File: src/rtl/tkc_pkg.sv
// Purpose: Shared constants and types for the touch-key control block
// Assumes: 250 MHz reference clock, byte-wide register port
// Notes:
// Functional notes
// - Bit 7 shows calibration in progress
// - Bit 6 set when acquisition exceeds 16 ms
// - Bit 1 slider detect, bit 0 key detect
// - Slider detect also sets keys 0-2, key flag
// - Twelve key bits, touched reads one
// - Change line low on status change
// - Nonzero write to address 6 calibrates
// - Calibration flag set at start, cleared at end
// - Nonzero write to address 7 resets
// - Burst spacing is setting times 16 ms
// - Interval zero powers down, nonzero wakes
// - Reset command still works while powered down
// - Interval setting resets to one
// - Drift only while key not in detect
// - No drift once past negative threshold
// - Two 7-bit drift rates, 0.16 s steps
// - Drift rate zero disables that direction
// - Detect after integrator count consecutive hits
// - Long detection triggers automatic key recalibration
// - Recal delay resets per mode strap
// - Detection suspends all drift for hold time
`default_nettype none

package tkc_pkg;
    localparam int NKEYS = 12;
    // Time base
    localparam int CLK_PERIOD_NS = 4;
    localparam int INTERVAL_NS   = 16_000_000;
    localparam int INTERVAL_CYC  = INTERVAL_NS / CLK_PERIOD_NS;
    localparam int INTERVAL_MS   = 16;
    localparam int STEP_MS       = 160;
    localparam logic [3:0] STEP_TICKS = 4'(STEP_MS / INTERVAL_MS);
    // Register offsets
    localparam logic [7:0] ADDR_CHIP_IDENTITY = 8'h00;
    localparam logic [7:0] ADDR_FW_VER  = 8'h01;
    localparam logic [7:0] ADDR_SUMMARY = 8'h02;
    localparam logic [7:0] ADDR_KEY_LO  = 8'h03;
    localparam logic [7:0] ADDR_KEY_HI  = 8'h04;
    localparam logic [7:0] ADDR_SLIDER  = 8'h05;
    localparam logic [7:0] ADDR_CAL     = 8'h06;
    localparam logic [7:0] ADDR_RESET   = 8'h07;
    localparam logic [7:0] ADDR_LP      = 8'h08;
    localparam logic [7:0] ADDR_TTD     = 8'h09;
    localparam logic [7:0] ADDR_ATD     = 8'h0a;
    localparam logic [7:0] ADDR_DI      = 8'h0b;
    localparam logic [7:0] ADDR_TRD     = 8'h0c;
    localparam logic [7:0] ADDR_DHT     = 8'h0d;
    // Summary bit positions
    localparam int CAL_BIT  = 7;
    localparam int OVF_BIT  = 6;
    localparam int SLIDER_IN_DETECT_BIT = 1;
    localparam int ANY_KEY_IN_DETECT_BIT = 0;
    // Reset values
    localparam logic [7:0] LP_RST        = 8'h01;
    localparam logic [6:0] TTD_RST       = 7'h14;
    localparam logic [6:0] ATD_RST       = 7'h05;
    localparam logic [7:0] DI_RST        = 8'h04;
    localparam logic [7:0] DI_MAX        = 8'h20;
    localparam logic [7:0] TRD_RST_COMMS = 8'h00;
    localparam logic [7:0] TRD_RST_SA    = 8'hff;
    localparam logic [7:0] DHT_RST       = 8'h19;
    localparam logic [1:0] INIT_LOAD     = 2'h2;
    // Identity bytes, values arbitrary
    localparam logic [7:0] CHIP_IDENTITY_VAL = 8'h5a;
    localparam logic [7:0] FW_VER_VAL  = 8'h10;

    typedef enum logic [3:0] {
        ST_WAIT = 4'b0001,
        ST_ACQ  = 4'b0010,
        ST_CAL  = 4'b0100,
        ST_PDN  = 4'b1000
    } tkc_state_e;

    // Per-burst results from the acquisition engine
    typedef struct packed {
        logic [NKEYS-1:0] over_thr;
        logic [NKEYS-1:0] past_neg;
        logic [NKEYS-1:0] above_ref;
        logic [NKEYS-1:0] below_ref;
        logic             slider_det;
        logic [7:0]       slider_pos;
    } tkc_meas_s;

    // One-step reference adjust requests
    typedef struct packed {
        logic [NKEYS-1:0] up;
        logic [NKEYS-1:0] down;
    } tkc_drift_s;
endpackage : tkc_pkg

`default_nettype wire

File: src/rtl/tkc_ctrl.sv
// Purpose: Register bank, burst timing, detection and drift control
// Assumes: Byte register port from a same-clock serial engine
// Notes: Change line releases when host reads bytes 2 to 5
`default_nettype none

module tkc_ctrl #(
    parameter int INTERVAL_CYC_P = tkc_pkg::INTERVAL_CYC
) (
    input  wire logic                      ref_clk_i,
    input  wire logic                      resetn_i,
    input  wire logic                      mode_pin_i,
    input  wire logic [7:0]                reg_addr_i,
    input  wire logic [7:0]                reg_wdata_i,
    input  wire logic                      reg_wr_i,
    input  wire logic                      reg_rd_i,
    output logic      [7:0]                reg_rdata_o,
    input  wire tkc_pkg::tkc_meas_s        meas_i,
    input  wire logic                      acq_done_i,
    input  wire logic                      calib_done_i,
    output logic                           burst_start_o,
    output logic                           calib_start_o,
    output logic                           soft_reset_o,
    output logic                           power_down_o,
    output tkc_pkg::tkc_drift_s            drift_o,
    output logic      [tkc_pkg::NKEYS-1:0] key_recal_o,
    output logic                           change_n_o
);
    import tkc_pkg::*;

    // Write decode, shared by both commands
    function automatic logic cmd_hit(input logic [7:0] a, input logic [7:0] t,
                                     input logic we, input logic [7:0] d);
        return we && (a == t) && (d != 8'h00);
    endfunction : cmd_hit

    logic cal_cmd;
    logic rst_cmd;
    assign cal_cmd = cmd_hit(reg_addr_i, ADDR_CAL, reg_wr_i, reg_wdata_i);
    assign rst_cmd = cmd_hit(reg_addr_i, ADDR_RESET, reg_wr_i, reg_wdata_i);

    // Mode strap synchroniser and load delay
    logic       mode_s1_r;
    logic       mode_s2_r;
    logic [1:0] init_r;
    logic [1:0] init_nxt;
    always_comb begin
        init_nxt = (init_r == 2'h3) ? init_r : init_r + 2'h1;
    end
    always_ff @(posedge ref_clk_i or negedge resetn_i) begin
        if (!resetn_i) begin
            mode_s1_r <= 1'b0;
            mode_s2_r <= 1'b0;
            init_r    <= 2'h0;
        end else begin
            mode_s1_r <= mode_pin_i;
            mode_s2_r <= mode_s1_r;
            init_r    <= init_nxt;
        end
    end

    // Configuration registers
    logic [7:0] lp_r, lp_nxt, di_r, di_nxt, trd_r, trd_nxt, dht_r, dht_nxt;
    logic [6:0] ttd_r, ttd_nxt, atd_r, atd_nxt;
    logic [7:0] trd_strap;
    assign trd_strap = mode_s2_r ? TRD_RST_SA : TRD_RST_COMMS;
    always_comb begin
        lp_nxt  = lp_r;
        ttd_nxt = ttd_r;
        atd_nxt = atd_r;
        di_nxt  = di_r;
        trd_nxt = trd_r;
        dht_nxt = dht_r;
        if (rst_cmd) begin
            lp_nxt  = LP_RST;
            ttd_nxt = TTD_RST;
            atd_nxt = ATD_RST;
            di_nxt  = DI_RST;
            trd_nxt = trd_strap;
            dht_nxt = DHT_RST;
        end else if (init_r == INIT_LOAD) begin
            trd_nxt = trd_strap;
        end else if (reg_wr_i) begin
            // Identity, status and command bytes hold nothing to write
            case (reg_addr_i)
                ADDR_LP:  lp_nxt  = reg_wdata_i;
                ADDR_TTD: ttd_nxt = reg_wdata_i[6:0];
                ADDR_ATD: atd_nxt = reg_wdata_i[6:0];
                ADDR_DI:  di_nxt  = reg_wdata_i;
                ADDR_TRD: trd_nxt = reg_wdata_i;
                ADDR_DHT: dht_nxt = reg_wdata_i;
                default:  ;
            endcase
        end
    end
    always_ff @(posedge ref_clk_i or negedge resetn_i) begin
        if (!resetn_i) begin
            lp_r  <= LP_RST;
            ttd_r <= TTD_RST;
            atd_r <= ATD_RST;
            di_r  <= DI_RST;
            trd_r <= TRD_RST_COMMS;
            dht_r <= DHT_RST;
        end else begin
            lp_r  <= lp_nxt;
            ttd_r <= ttd_nxt;
            atd_r <= atd_nxt;
            di_r  <= di_nxt;
            trd_r <= trd_nxt;
            dht_r <= dht_nxt;
        end
    end

    // Free 0.16 s step divider, independent of burst timing
    logic [31:0] base_r, base_nxt;
    logic [3:0]  sdiv_r, sdiv_nxt;
    logic        base_wrap;
    logic        step_tick;
    assign base_wrap = (base_r == 32'(INTERVAL_CYC_P - 1));
    assign step_tick = base_wrap && (sdiv_r == STEP_TICKS - 4'h1);
    always_comb begin
        base_nxt = base_wrap ? 32'h0 : base_r + 32'h1;
        sdiv_nxt = sdiv_r;
        if (base_wrap) begin
            sdiv_nxt = (sdiv_r == STEP_TICKS - 4'h1) ? 4'h0 : sdiv_r + 4'h1;
        end
    end
    always_ff @(posedge ref_clk_i or negedge resetn_i) begin
        if (!resetn_i) begin
            base_r <= 32'h0;
            sdiv_r <= 4'h0;
        end else begin
            base_r <= base_nxt;
            sdiv_r <= sdiv_nxt;
        end
    end

    // Burst sequencer; interval counts from the end of the last burst
    tkc_state_e  st_r, st_nxt;
    logic [31:0] cyc_r, cyc_nxt;
    logic [7:0]  ivl_r, ivl_nxt;
    logic        ovf_r, ovf_nxt, cal_r, cal_nxt;
    logic        burst_r, burst_nxt, calst_r, calst_nxt, srst_r, pdn_r;
    logic        tick;
    assign tick = (cyc_r == 32'(INTERVAL_CYC_P - 1));
    always_comb begin
        st_nxt    = st_r;
        cyc_nxt   = tick ? 32'h0 : cyc_r + 32'h1;
        ivl_nxt   = (tick && ivl_r != 8'hff) ? ivl_r + 8'h1 : ivl_r;
        ovf_nxt   = ovf_r;
        cal_nxt   = cal_r;
        burst_nxt = 1'b0;
        calst_nxt = 1'b0;
        case (st_r)
            ST_WAIT: begin
                if (lp_r == 8'h00) begin
                    st_nxt = ST_PDN;
                end else if (ivl_r >= lp_r) begin
                    st_nxt    = ST_ACQ;
                    burst_nxt = 1'b1;
                    cyc_nxt   = 32'h0;
                    ivl_nxt   = 8'h00;
                end
            end
            ST_ACQ: begin
                if (acq_done_i) begin
                    ovf_nxt = (ivl_r != 8'h00);
                    st_nxt  = ST_WAIT;
                    cyc_nxt = 32'h0;
                    ivl_nxt = 8'h00;
                end
            end
            ST_CAL: begin
                if (calib_done_i) begin
                    cal_nxt = 1'b0;
                    st_nxt  = ST_WAIT;
                    cyc_nxt = 32'h0;
                    ivl_nxt = 8'h00;
                end
            end
            ST_PDN: begin
                if (lp_r != 8'h00) begin
                    st_nxt  = ST_WAIT;
                    cyc_nxt = 32'h0;
                    ivl_nxt = 8'h00;
                end
            end
            default: st_nxt = ST_WAIT;
        endcase
        // Calibration preempts a running burst
        if (cal_cmd) begin
            st_nxt    = ST_CAL;
            cal_nxt   = 1'b1;
            calst_nxt = 1'b1;
        end
        if (rst_cmd) begin
            st_nxt    = ST_WAIT;
            cyc_nxt   = 32'h0;
            ivl_nxt   = 8'h00;
            ovf_nxt   = 1'b0;
            cal_nxt   = 1'b0;
            calst_nxt = 1'b0;
        end
    end
    always_ff @(posedge ref_clk_i or negedge resetn_i) begin
        if (!resetn_i) begin
            st_r    <= ST_WAIT;
            cyc_r   <= 32'h0;
            ivl_r   <= 8'h00;
            ovf_r   <= 1'b0;
            cal_r   <= 1'b0;
            burst_r <= 1'b0;
            calst_r <= 1'b0;
            srst_r  <= 1'b0;
            pdn_r   <= 1'b0;
        end else begin
            st_r    <= st_nxt;
            cyc_r   <= cyc_nxt;
            ivl_r   <= ivl_nxt;
            ovf_r   <= ovf_nxt;
            cal_r   <= cal_nxt;
            burst_r <= burst_nxt;
            calst_r <= calst_nxt;
            srst_r  <= rst_cmd;
            pdn_r   <= (st_nxt == ST_PDN);
        end
    end

    // Integrator target, clamped to 1..32
    logic [7:0] di_eff;
    assign di_eff = (di_r == 8'h00) ? 8'h01 : (di_r > DI_MAX) ? DI_MAX : di_r;
    logic samp;
    assign samp = acq_done_i && (st_r == ST_ACQ);

    // Per-key detect integrator and recal timer
    // Per-key bits are gathered on nets so each flop has one owning process
    wire logic [NKEYS-1:0] det_r;
    wire logic [NKEYS-1:0] det_nv;
    wire logic [NKEYS-1:0] recal_r;
    genvar k;
    generate
        for (k = 0; k < NKEYS; k++) begin : g_key
            logic [7:0] integ_r, integ_nxt, dur_r, dur_nxt;
            logic       dk_r, dk_nxt, rc_r, rc_nxt;
            assign det_r[k]   = dk_r;
            assign det_nv[k]  = dk_nxt;
            assign recal_r[k] = rc_r;
            always_comb begin
                integ_nxt = integ_r;
                dur_nxt   = dur_r;
                dk_nxt    = dk_r;
                rc_nxt    = 1'b0;
                if (samp) begin
                    if (meas_i.over_thr[k]) begin
                        integ_nxt = (integ_r < di_eff) ? integ_r + 8'h01 : integ_r;
                    end else begin
                        integ_nxt = 8'h00;
                    end
                    dk_nxt = (integ_nxt >= di_eff);
                end
                if (!dk_r) begin
                    dur_nxt = 8'h00;
                end else if (step_tick && dur_r != 8'hff) begin
                    dur_nxt = dur_r + 8'h01;
                end
                // Zero delay means never time out
                if (dk_r && trd_r != 8'h00 && dur_r >= trd_r) begin
                    rc_nxt    = 1'b1;
                    dk_nxt    = 1'b0;
                    integ_nxt = 8'h00;
                    dur_nxt   = 8'h00;
                end
                if (rst_cmd) begin
                    integ_nxt = 8'h00;
                    dur_nxt   = 8'h00;
                    dk_nxt    = 1'b0;
                    rc_nxt    = 1'b0;
                end
            end
            always_ff @(posedge ref_clk_i or negedge resetn_i) begin
                if (!resetn_i) begin
                    integ_r <= 8'h00;
                    dur_r   <= 8'h00;
                    dk_r    <= 1'b0;
                    rc_r    <= 1'b0;
                end else begin
                    integ_r <= integ_nxt;
                    dur_r   <= dur_nxt;
                    dk_r    <= dk_nxt;
                    rc_r    <= rc_nxt;
                end
            end
        end
    endgenerate

    // Drift rate timers and hold-off
    logic [6:0] tt_r, tt_nxt, at_r, at_nxt;
    logic [7:0] hold_r, hold_nxt;
    logic       tt_fire, at_fire;
    tkc_drift_s drift_r, drift_nxt;
    assign tt_fire = step_tick && (ttd_r != 7'h00) && (tt_r + 7'h01 >= ttd_r);
    assign at_fire = step_tick && (atd_r != 7'h00) && (at_r + 7'h01 >= atd_r);
    always_comb begin
        tt_nxt = tt_r;
        at_nxt = at_r;
        if (step_tick) begin
            tt_nxt = tt_fire ? 7'h00 : tt_r + 7'h01;
            at_nxt = at_fire ? 7'h00 : at_r + 7'h01;
        end
        hold_nxt = hold_r;
        if (|(det_nv & ~det_r) && dht_r != 8'h00) begin
            hold_nxt = dht_r;
        end else if (step_tick && hold_r != 8'h00) begin
            hold_nxt = hold_r - 8'h01;
        end
        // Touched or sunk keys keep their reference
        drift_nxt.up   = {NKEYS{tt_fire && hold_r == 8'h00}} & ~det_r
                         & ~meas_i.past_neg & meas_i.above_ref;
        drift_nxt.down = {NKEYS{at_fire && hold_r == 8'h00}} & ~det_r
                         & ~meas_i.past_neg & meas_i.below_ref;
        if (rst_cmd) begin
            tt_nxt    = 7'h00;
            at_nxt    = 7'h00;
            hold_nxt  = 8'h00;
            drift_nxt = '0;
        end
    end
    always_ff @(posedge ref_clk_i or negedge resetn_i) begin
        if (!resetn_i) begin
            tt_r    <= 7'h00;
            at_r    <= 7'h00;
            hold_r  <= 8'h00;
            drift_r <= '0;
        end else begin
            tt_r    <= tt_nxt;
            at_r    <= at_nxt;
            hold_r  <= hold_nxt;
            drift_r <= drift_nxt;
        end
    end

    // Status bytes and change line
    logic             slider_in_detect_r, slider_in_detect_nxt;
    logic [7:0]       spos_r, spos_nxt;
    logic [NKEYS-1:0] key_stat;
    logic [7:0]       summary;
    logic [31:0]      stat, prev_r;
    logic             chg_n_r, chg_n_nxt;
    assign key_stat = det_r | {{(NKEYS-3){1'b0}}, {3{slider_in_detect_r}}};
    always_comb begin
        summary           = 8'h00;
        summary[CAL_BIT]  = cal_r;
        summary[OVF_BIT]  = ovf_r;
        summary[SLIDER_IN_DETECT_BIT] = slider_in_detect_r;
        summary[ANY_KEY_IN_DETECT_BIT] = |key_stat;
    end
    assign stat = {summary, key_stat[7:0], 4'h0, key_stat[11:8], spos_r};
    always_comb begin
        slider_in_detect_nxt  = samp ? meas_i.slider_det : slider_in_detect_r;
        spos_nxt  = samp ? meas_i.slider_pos : spos_r;
        chg_n_nxt = chg_n_r;
        if (reg_rd_i && reg_addr_i >= ADDR_SUMMARY && reg_addr_i <= ADDR_SLIDER) begin
            chg_n_nxt = 1'b1;
        end
        // A change in the read cycle still pulls the line
        if (stat != prev_r) begin
            chg_n_nxt = 1'b0;
        end
        if (rst_cmd) begin
            slider_in_detect_nxt = 1'b0;
            spos_nxt = 8'h00;
        end
    end
    always_ff @(posedge ref_clk_i or negedge resetn_i) begin
        if (!resetn_i) begin
            slider_in_detect_r  <= 1'b0;
            spos_r  <= 8'h00;
            prev_r  <= 32'h0;
            chg_n_r <= 1'b1;
        end else begin
            slider_in_detect_r  <= slider_in_detect_nxt;
            spos_r  <= spos_nxt;
            prev_r  <= stat;
            chg_n_r <= chg_n_nxt;
        end
    end

    // Read mux, registered on the read strobe
    logic [7:0] rdata_r, rdata_nxt;
    always_comb begin
        rdata_nxt = rdata_r;
        if (reg_rd_i) begin
            case (reg_addr_i)
                ADDR_CHIP_IDENTITY: rdata_nxt = CHIP_IDENTITY_VAL;
                ADDR_FW_VER:  rdata_nxt = FW_VER_VAL;
                ADDR_SUMMARY: rdata_nxt = summary;
                ADDR_KEY_LO:  rdata_nxt = key_stat[7:0];
                ADDR_KEY_HI:  rdata_nxt = {4'h0, key_stat[11:8]};
                ADDR_SLIDER:  rdata_nxt = spos_r;
                ADDR_LP:      rdata_nxt = lp_r;
                ADDR_TTD:     rdata_nxt = {1'b0, ttd_r};
                ADDR_ATD:     rdata_nxt = {1'b0, atd_r};
                ADDR_DI:      rdata_nxt = di_r;
                ADDR_TRD:     rdata_nxt = trd_r;
                ADDR_DHT:     rdata_nxt = dht_r;
                default:      rdata_nxt = 8'h00;
            endcase
        end
    end
    always_ff @(posedge ref_clk_i or negedge resetn_i) begin
        if (!resetn_i) begin
            rdata_r <= 8'h00;
        end else begin
            rdata_r <= rdata_nxt;
        end
    end

    assign reg_rdata_o   = rdata_r;
    assign burst_start_o = burst_r;
    assign calib_start_o = calst_r;
    assign soft_reset_o  = srst_r;
    assign power_down_o  = pdn_r;
    assign drift_o       = drift_r;
    assign key_recal_o   = recal_r;
    assign change_n_o    = chg_n_r;
endmodule : tkc_ctrl

`default_nettype wire

File: config.mk
export PLATFORM = sky130hd
export DESIGN_NAME = tkc_ctrl
export DESIGN_NICKNAME = d
export VERILOG_FILES = /design/src/rtl/tkc_pkg.sv /design/src/rtl/tkc_ctrl.sv
export SDC_FILE = /design/constraint.sdc
export NUM_CORES = 1
export LEC_CHECK = 0
export ABC_AREA = 0
export ABC_CLOCK_PERIOD_IN_PS = 8300
export BUFFER_PORTS_ARGS = -buffer_cell sky130_fd_sc_hd__buf_2
export CORE_MARGIN = 2
export CORE_UTILIZATION = 29
export CTS_CLUSTER_SIZE = 25
export DETAILED_ROUTE_END_ITERATION = 8
export GPL_TIMING_DRIVEN = 0
export HOLD_SLACK_MARGIN = 0.03
export SYNTH_ARGS = -nofsm -noshare
export SYNTH_HDL_FRONTEND = slang
export SYNTH_SLANG_ARGS = --single-unit
File: constraint.sdc
create_clock -name ref_clk_i -period 8.3 [get_ports ref_clk_i]
set_input_delay 2.49 -clock ref_clk_i [delete_from_list [all_inputs] [get_ports ref_clk_i]]
set_output_delay 2.49 -clock ref_clk_i [all_outputs]
set_load 0.005 [all_outputs]
# Word-level counts from Yosys, hierarchy flattened
# Index checks and enable logic that the tools add are counted.
# Widths: inputs -> output; s select.
[op_classes] n_mux=262 reduce_logical=103 n_lt_le_gt_ge=42 n_bitwise=10 n_eq_ne=50 addsub=32
[op_table] op="$mux 8" n=151
[op_table] op="$mux 32" n=8
[op_table] op="$add 8x1->8 const B" n=25
[op_table] op="$ge 8x8->1" n=25
[op_table] op="$pmux 32 s4" n=1
[op_table] op="$ne 8x8->1 const B" n=13
[op_table] op="$mux 7" n=14
[op_table] op="$lt 8x8->1" n=12
[op_table] op="$pmux 8 s12" n=1
[op_table] op="$and 12x12->12" n=7
[op_table] op="$mux 1" n=76
[op_table] op="$add 32x1->32 const B" n=2
[op_table] op="$eq 32x22->1 const B" n=2
[op_table] op="$logic_and 1x1->1" n=53
[op_table] op="$reduce_bool 3->1" n=17
[op_table] op="$eq 8x4->1 const B" n=6
[op_table] op="$ne 4x2->1 const B" n=12
[op_table] op="$reduce_bool 8->1" n=6
[op_table] op="$eq 8x3->1 const B" n=4
[op_table] op="$logic_not 8->1" n=4
[op_table] op="$mux 4" n=8
[op_table] op="$pmux 8 s4" n=1
[op_table] op="$mux 24" n=1
[op_table] op="$ne 24x24->1" n=1
[op_table] op="24 further kinds" n=49
[word_totals] wordCells=577 output_inout_bits=49 regBits=440

# Longest topological paths before layout
[logic_depth] ltp_word=16 mapped_depth=21 ltp_nobuf=20

# Worst setup path after synthesis
# No wires, ideal clock.
[synth_path] path_type="register to register" startpoint="register di_r[6]" endpoint="register hold_r[0]" path_buffers=2 stages_incl_launch_ff=21 t_arrival_ns=5.302 synth_period_minus_slack_ns=5.427 setup_slack_ns=2.873 path_cell_list="dfrtp_1 nor3_4 buf_6 nand2_1 ha_1 a21boi_0 o21a_1 o31ai_4 and3b_1 clkbuf_1 xor2_1 nand2_1 ha_1 nand2b_1 a211oi_1 o21ai_0 a2111oi_0 o22a_1 nand4_1 o21ai_2 mux2_2"
[synth_between] elab_chain_cells=16
[synth_lines] element="start: declaration" line_no="tkc_ctrl.sv:62" rtl="logic [7:0] lp_r, lp_nxt, di_r, di_nxt, trd_r, trd_nxt, dht_r, dht_nxt;"
[synth_lines] element="start signal: assignment" line_no="tkc_ctrl.sv:107" rtl="di_r <= di_nxt;"
[synth_lines] element="$gt 8x6->1" line_no="tkc_ctrl.sv:230" rtl="assign di_eff = (di_r == 8'h00) ? 8'h01 : (di_r > DI_MAX) ? DI_MAX : di_r;"
[synth_lines] element="$mux 8" line_no="tkc_ctrl.sv:230"
[synth_lines] element="$mux 8 *" line_no="tkc_ctrl.sv:230"
[synth_lines] element="$lt 8x8->1" line_no="tkc_ctrl.sv:254" rtl="integ_nxt = (integ_r < di_eff) ? integ_r + 8'h01 : integ_r;"
[synth_lines] element="$mux 8" line_no="tkc_ctrl.sv:254"
[synth_lines] element="$mux 8" line_no="tkc_ctrl.sv:253" rtl="if (meas_i.over_thr[k]) begin"
[synth_lines] element="$mux 8" line_no="tkc_ctrl.sv:252" rtl="if (samp) begin"
[synth_lines] element="$ge 8x8->1" line_no="tkc_ctrl.sv:258" rtl="dk_nxt = (integ_nxt >= di_eff);"
[synth_lines] element="$mux 1" line_no="tkc_ctrl.sv:252"
[synth_lines] element="$mux 1" line_no="tkc_ctrl.sv:266" rtl="if (dk_r && trd_r != 8'h00 && dur_r >= trd_r) begin"
[synth_lines] element="$mux 1" line_no="tkc_ctrl.sv:272" rtl="if (rst_cmd) begin"
[synth_lines] element="$and 12x12->12 *" line_no="tkc_ctrl.sv:310" rtl="if (|(det_nv & ~det_r) && dht_r != 8'h00) begin"
[synth_lines] element="$reduce_or 12->1 *" line_no="tkc_ctrl.sv:310"
[synth_lines] element="$logic_and 1x1->1 *" line_no="tkc_ctrl.sv:310"
[synth_lines] element="$mux 8" line_no="tkc_ctrl.sv:310"
[synth_lines] element="$mux 8" line_no="tkc_ctrl.sv:320" rtl="if (rst_cmd) begin"
[synth_lines] element="end signal: assignment" line_no="tkc_ctrl.sv:336" rtl="hold_r <= hold_nxt;"
[synth_lines] element="end: declaration" line_no="tkc_ctrl.sv:297" rtl="logic [7:0] hold_r, hold_nxt;"
# Mark *: on every way between the ends. The rest lies on a longest branch, timed or not. The select of a mux whose other input is x is not followed.
# A chain may end at the register's enable or synchronous reset.

# Final worst setup path
[layout_path] startpoint="register di_r[7]" endpoint="register hold_r[1]"
# Same word-level chain as after synthesis.

==> results.sh <==
export IMPL_synth_yosys_warnings=0
export IMPL_synth_area_um2=30000
export IMPL_transition_time_of_the_tightest_slew_check_pin_ns=1.25
export IMPL_setup_violations=0
export IMPL_dr_pass1_iters=6
export IMPL_port_buffers=118
export IMPL_syn_mean_instance_area_um2=9.14
export IMPL_netlist_cell_type_count=91
export IMPL_ioPinCount=129
export IMPL_end_kind="register"
export IMPL_rsz0062_at_grt="false"
export IMPL_dieHeight_um=326
export IMPL_fin_skew_ns=0.0417
export IMPL_totalWireLength_mm=90.8
export IMPL_routed_via_count=25500
export IMPL_area_growth_syn_to_layout_pct=14.9
export IMPL_numClockSinks=440
export IMPL_tritoncts_clock_tree="built"
export IMPL_grt_pass1_wl_mm=141
export IMPL_clock_tree_htree_level_count=2
export IMPL_clk_path_buf_depth=3
export IMPL_synth_simple_gate_area_frac=0.225
export IMPL_antenna_found_initial=10
export IMPL_grt_util_all_layers=0.168
export IMPL_drv_max_cap_violation_count=0
export IMPL_power_leakage_nw=15.9
export IMPL_synth_seq_cells=440
export IMPL_worst_endpoint_required_ns=8.83
export IMPL_cts_post_setup_buffers_inserted=0
export IMPL_detailed_place_hpwl_mm=65.2
export IMPL_wire_per_inst_um=18.4
export IMPL_layoutNonFillerInstCount=4937
export IMPL_floorplan_initialDensity=0.291
export IMPL_top_cells_by_area_synth="sky130_fd_sc_hd__dfrtp_1, sky130_fd_sc_hd__ha_1, sky130_fd_sc_hd__nand2_1"
export IMPL_layout_nets=3926
export IMPL_finalCritPeriodShare=0.858
export IMPL_globalplace_congestion=0.916
export IMPL_yosys_area_share_adder=0.138
export IMPL_placeableCoreArea_um2=103000
export IMPL_ir_drop_mv=0.141
export IMPL_period_needed_ns=7.13
export IMPL_die_w_um=326
export IMPL_antenna_violating_nets_post_route=0
export IMPL_cts_reportedPaths_clkPinSlew_ns=0.06
export IMPL_sequential_cell_area_fraction_in_the_yosys_report=0.367
export IMPL_netlist_instances=3287
export IMPL_cts_root_buffer_cell="sky130_fd_sc_hd__clkbuf_16"
export IMPL_worst_endpoint_arrival_ns=7.65
export IMPL_layout_drive_gt1_share=0.0917
export IMPL_via_per_inst=5.16
export IMPL_post_synth_mux_area_share=0.0189
export IMPL_drt_iter0_markers=1862
export IMPL_synth_top_family_by_area="simple AND/OR/NAND/NOR gates"
export IMPL_final_max_slew_viol_count=0
export IMPL_synth_largest_type_area_fraction=0.357
export IMPL_final_hold_viol_count=0
export IMPL_synth_top_flop_cell="sky130_fd_sc_hd__dfrtp_1"
export IMPL_synth_area_leader_cell="sky130_fd_sc_hd__dfrtp_1"
export IMPL_grt_max_degree=115
export IMPL_clock_fmax_ghz=0.140
export IMPL_synth_compound_gate_area_share=0.141
export IMPL_drc=0
export IMPL_p_per_area_nw_per_um2=187
export IMPL_place_inst=4839
export IMPL_proportion_of_register_bits_with_asynchronous_set_or_reset_after_synthesis=1.00
export IMPL_postCtsHoldBufs=0
export IMPL_synth_edf_count=0
export IMPL_peak_fanout_along_the_critical_path=33
export IMPL_gr_total_overflow=0
export IMPL_worstSetupStartpointType="register"
export IMPL_post_cts_resize_count=0
export IMPL_cts_inserted_buffers=52
export IMPL_worst_skew_pair_late_latency_ns=0.64
export IMPL_hold_path_class="register to register"
export IMPL_dieArea_um2=106000
export IMPL_placementRows=118
export IMPL_outcome="finished clean"
export IMPL_synth_xor_area_frac=0.0776
export IMPL_n_antenna_cell=0
export IMPL_maxSlewHeadroom=0.158
export IMPL_number_of_global_route_vias_before_repair=24300
export IMPL_setup_total_neg_slack_ns=0
export IMPL_critPathKind="register to register"
## placed cells by master (no fill, tap or decap), types with 13 or more instances in the layout
cell / count
sky130_fd_sc_hd__and3_1: 106
sky130_fd_sc_hd__nand3b_1: 13
sky130_fd_sc_hd__a22oi_1: 44
sky130_fd_sc_hd__mux2_2: 29
sky130_fd_sc_hd__xor2_1: 126
sky130_fd_sc_hd__and2_1: 61
sky130_fd_sc_hd__a211oi_1: 30
sky130_fd_sc_hd__o211ai_1: 23
sky130_fd_sc_hd__a21oi_1: 139
sky130_fd_sc_hd__or3_1: 13
sky130_fd_sc_hd__nand3_1: 111
sky130_fd_sc_hd__nor4_1: 39
sky130_fd_sc_hd__xnor2_1: 140
sky130_fd_sc_hd__mux2i_1: 24
sky130_fd_sc_hd__nor2b_1: 33
sky130_fd_sc_hd__nand2_1: 326
sky130_fd_sc_hd__clkbuf_16: 52
sky130_fd_sc_hd__dfrtp_1: 429
sky130_fd_sc_hd__conb_1: 48
sky130_fd_sc_hd__clkbuf_1: 123
sky130_fd_sc_hd__and4_1: 18
sky130_fd_sc_hd__nor3_1: 97
sky130_fd_sc_hd__a21o_1: 53
sky130_fd_sc_hd__o21a_1: 45
sky130_fd_sc_hd__nor3b_1: 31
sky130_fd_sc_hd__inv_1: 95
sky130_fd_sc_hd__a31oi_1: 54
sky130_fd_sc_hd__o21ai_0: 140
sky130_fd_sc_hd__ha_1: 331
sky130_fd_sc_hd__nor2_1: 273
sky130_fd_sc_hd__nand2b_1: 37
sky130_fd_sc_hd__buf_2: 127
sky130_fd_sc_hd__nand4_1: 81
## synthesized netlist by cell type (all sizes together), types with 11 or more instances
master	n
xnor2	140
a21oi	139
and4	18
o211ai	25
nor2	274
xor2	126
nand2b	37
clkbuf	112
a211oi	30
o21ai	151
inv	95
nor2b	33
nand3	112
o21a	45
a21o	53
and3	106
mux2i	24
dfrtp	429
and2	63
a22oi	44
nor4	42
or3	13
nand4	81
a31oi	57
nand2	329
dfstp	11
ha	331
buf	33
nor3b	31
nor4b	11
nor3	99
nand3b	13
or4b	18
mux2	29
## final cells by class
type	count	area [um2]
Sequential cell	440	11000
Inverter	100	375
Tap cell	1380	1730
Fill cell	10600	68700
Buffer	145	614
Clock buffer	75	1510
Clock inverter	21	284
Multi-Input combinational cell	2649	18200
Timing Repair Buffer	127	773
## power by group
part,switching [mW],internal [mW]
registers,0.229,2.31
clock network,1.00,1.40
logic,0.919,0.582
total,2.15,4.29
## sequential cells by signal (all words and copies together), names as in the netlist, 12 cells and up
name and flops:
prev_r 24, g_key.dk_r 12, base_r 32, g_key.integ_r 96, g_key.rc_r 12, drift_o 24, g_key.dur_r 96, cyc_r 32
## metrics by stage
| stage | hold WS (ns) | area [um2] | power, mW | util | setup WS, ns |
|---|---|---|---|---|---|
| final | 0.360 | 34500 | 6.44 | 0.335 | 1.17 |
| after CTS | 0.362 | 34500 | 6.48 | 0.334 | 0.773 |
| after detailed placement | 0.345 | 32700 | 4.07 | 0.317 | 0.768 |
| after floorplan | 0.331 | 30200 | 3.51 | - | 2.87 |
| after global placement | 0.341 | 32500 | 4.03 | 0.315 | -4.73 |
| after global routing | 0.372 | 34500 | 6.77 | 0.335 | 0.895 |
## final timing paths
kind	from	cells after the start	slack [ns]	end
min in group asynchronous	resetn_i	1	1.75	drift_o[8]
max reg2reg	di_r[7]	19	1.17	hold_r[1]
min reg2reg	mode_s1_r	0	0.36	mode_s2_r
min	mode_s1_r	0	0.36	mode_s2_r
max in group asynchronous	resetn_i	4	4.76	g_key[0].integ_r[5]
max	di_r[7]	19	1.17	hold_r[1]
## critical path, stage by stage (launching register included)
cell                        delay (ns)
sky130_fd_sc_hd__dfrtp_1          0.49
sky130_fd_sc_hd__nor3_4           0.55
sky130_fd_sc_hd__buf_6            0.49
sky130_fd_sc_hd__nand2_1          0.52
sky130_fd_sc_hd__buf_16           0.34
sky130_fd_sc_hd__ha_1             0.30
sky130_fd_sc_hd__a2111oi_2        0.37
sky130_fd_sc_hd__o31ai_1          0.19
sky130_fd_sc_hd__or2_2            0.31
sky130_fd_sc_hd__clkbuf_1         0.18
sky130_fd_sc_hd__xnor2_1          0.15
sky130_fd_sc_hd__and2_1           0.16
sky130_fd_sc_hd__ha_1             0.19
sky130_fd_sc_hd__a2111o_1         0.40
sky130_fd_sc_hd__a211oi_1         0.90
sky130_fd_sc_hd__nor2_1           0.15
sky130_fd_sc_hd__a211oi_1         0.25
sky130_fd_sc_hd__nand4_1          0.21
sky130_fd_sc_hd__o21ai_2          0.45
sky130_fd_sc_hd__mux2_2           0.39
## routing by layer
layer / part of all wire / global-route usage / wire [um] / vias to the layer above
met5: 0.00078 / 0 / 71 / -
met4: 0.034 / 0.0568 / 3060 / 10
met3: 0.064 / 0.0297 / 5800 / 170
met2: 0.44 / 0.264 / 40400 / 710
met1: 0.46 / 0.231 / 41500 / 12300
li1: - / - / - / 12300
## kinds of logic (layout without fill, tap and decap cells)
logic type | Yosys count | in the layout
and+or+nand+nor | 1313 | 1313
xor gates and xnor gates | 266 | 266
DFF | 440 | 440
AOI/OAI and AO/OA | 638 | 638
other | 1 | 48
muxes | 53 | 53
adders and majority gates | 331 | 331
buffers and inverters | 245 | 468
Note: power is estimated with default switching activity, not from simulation.
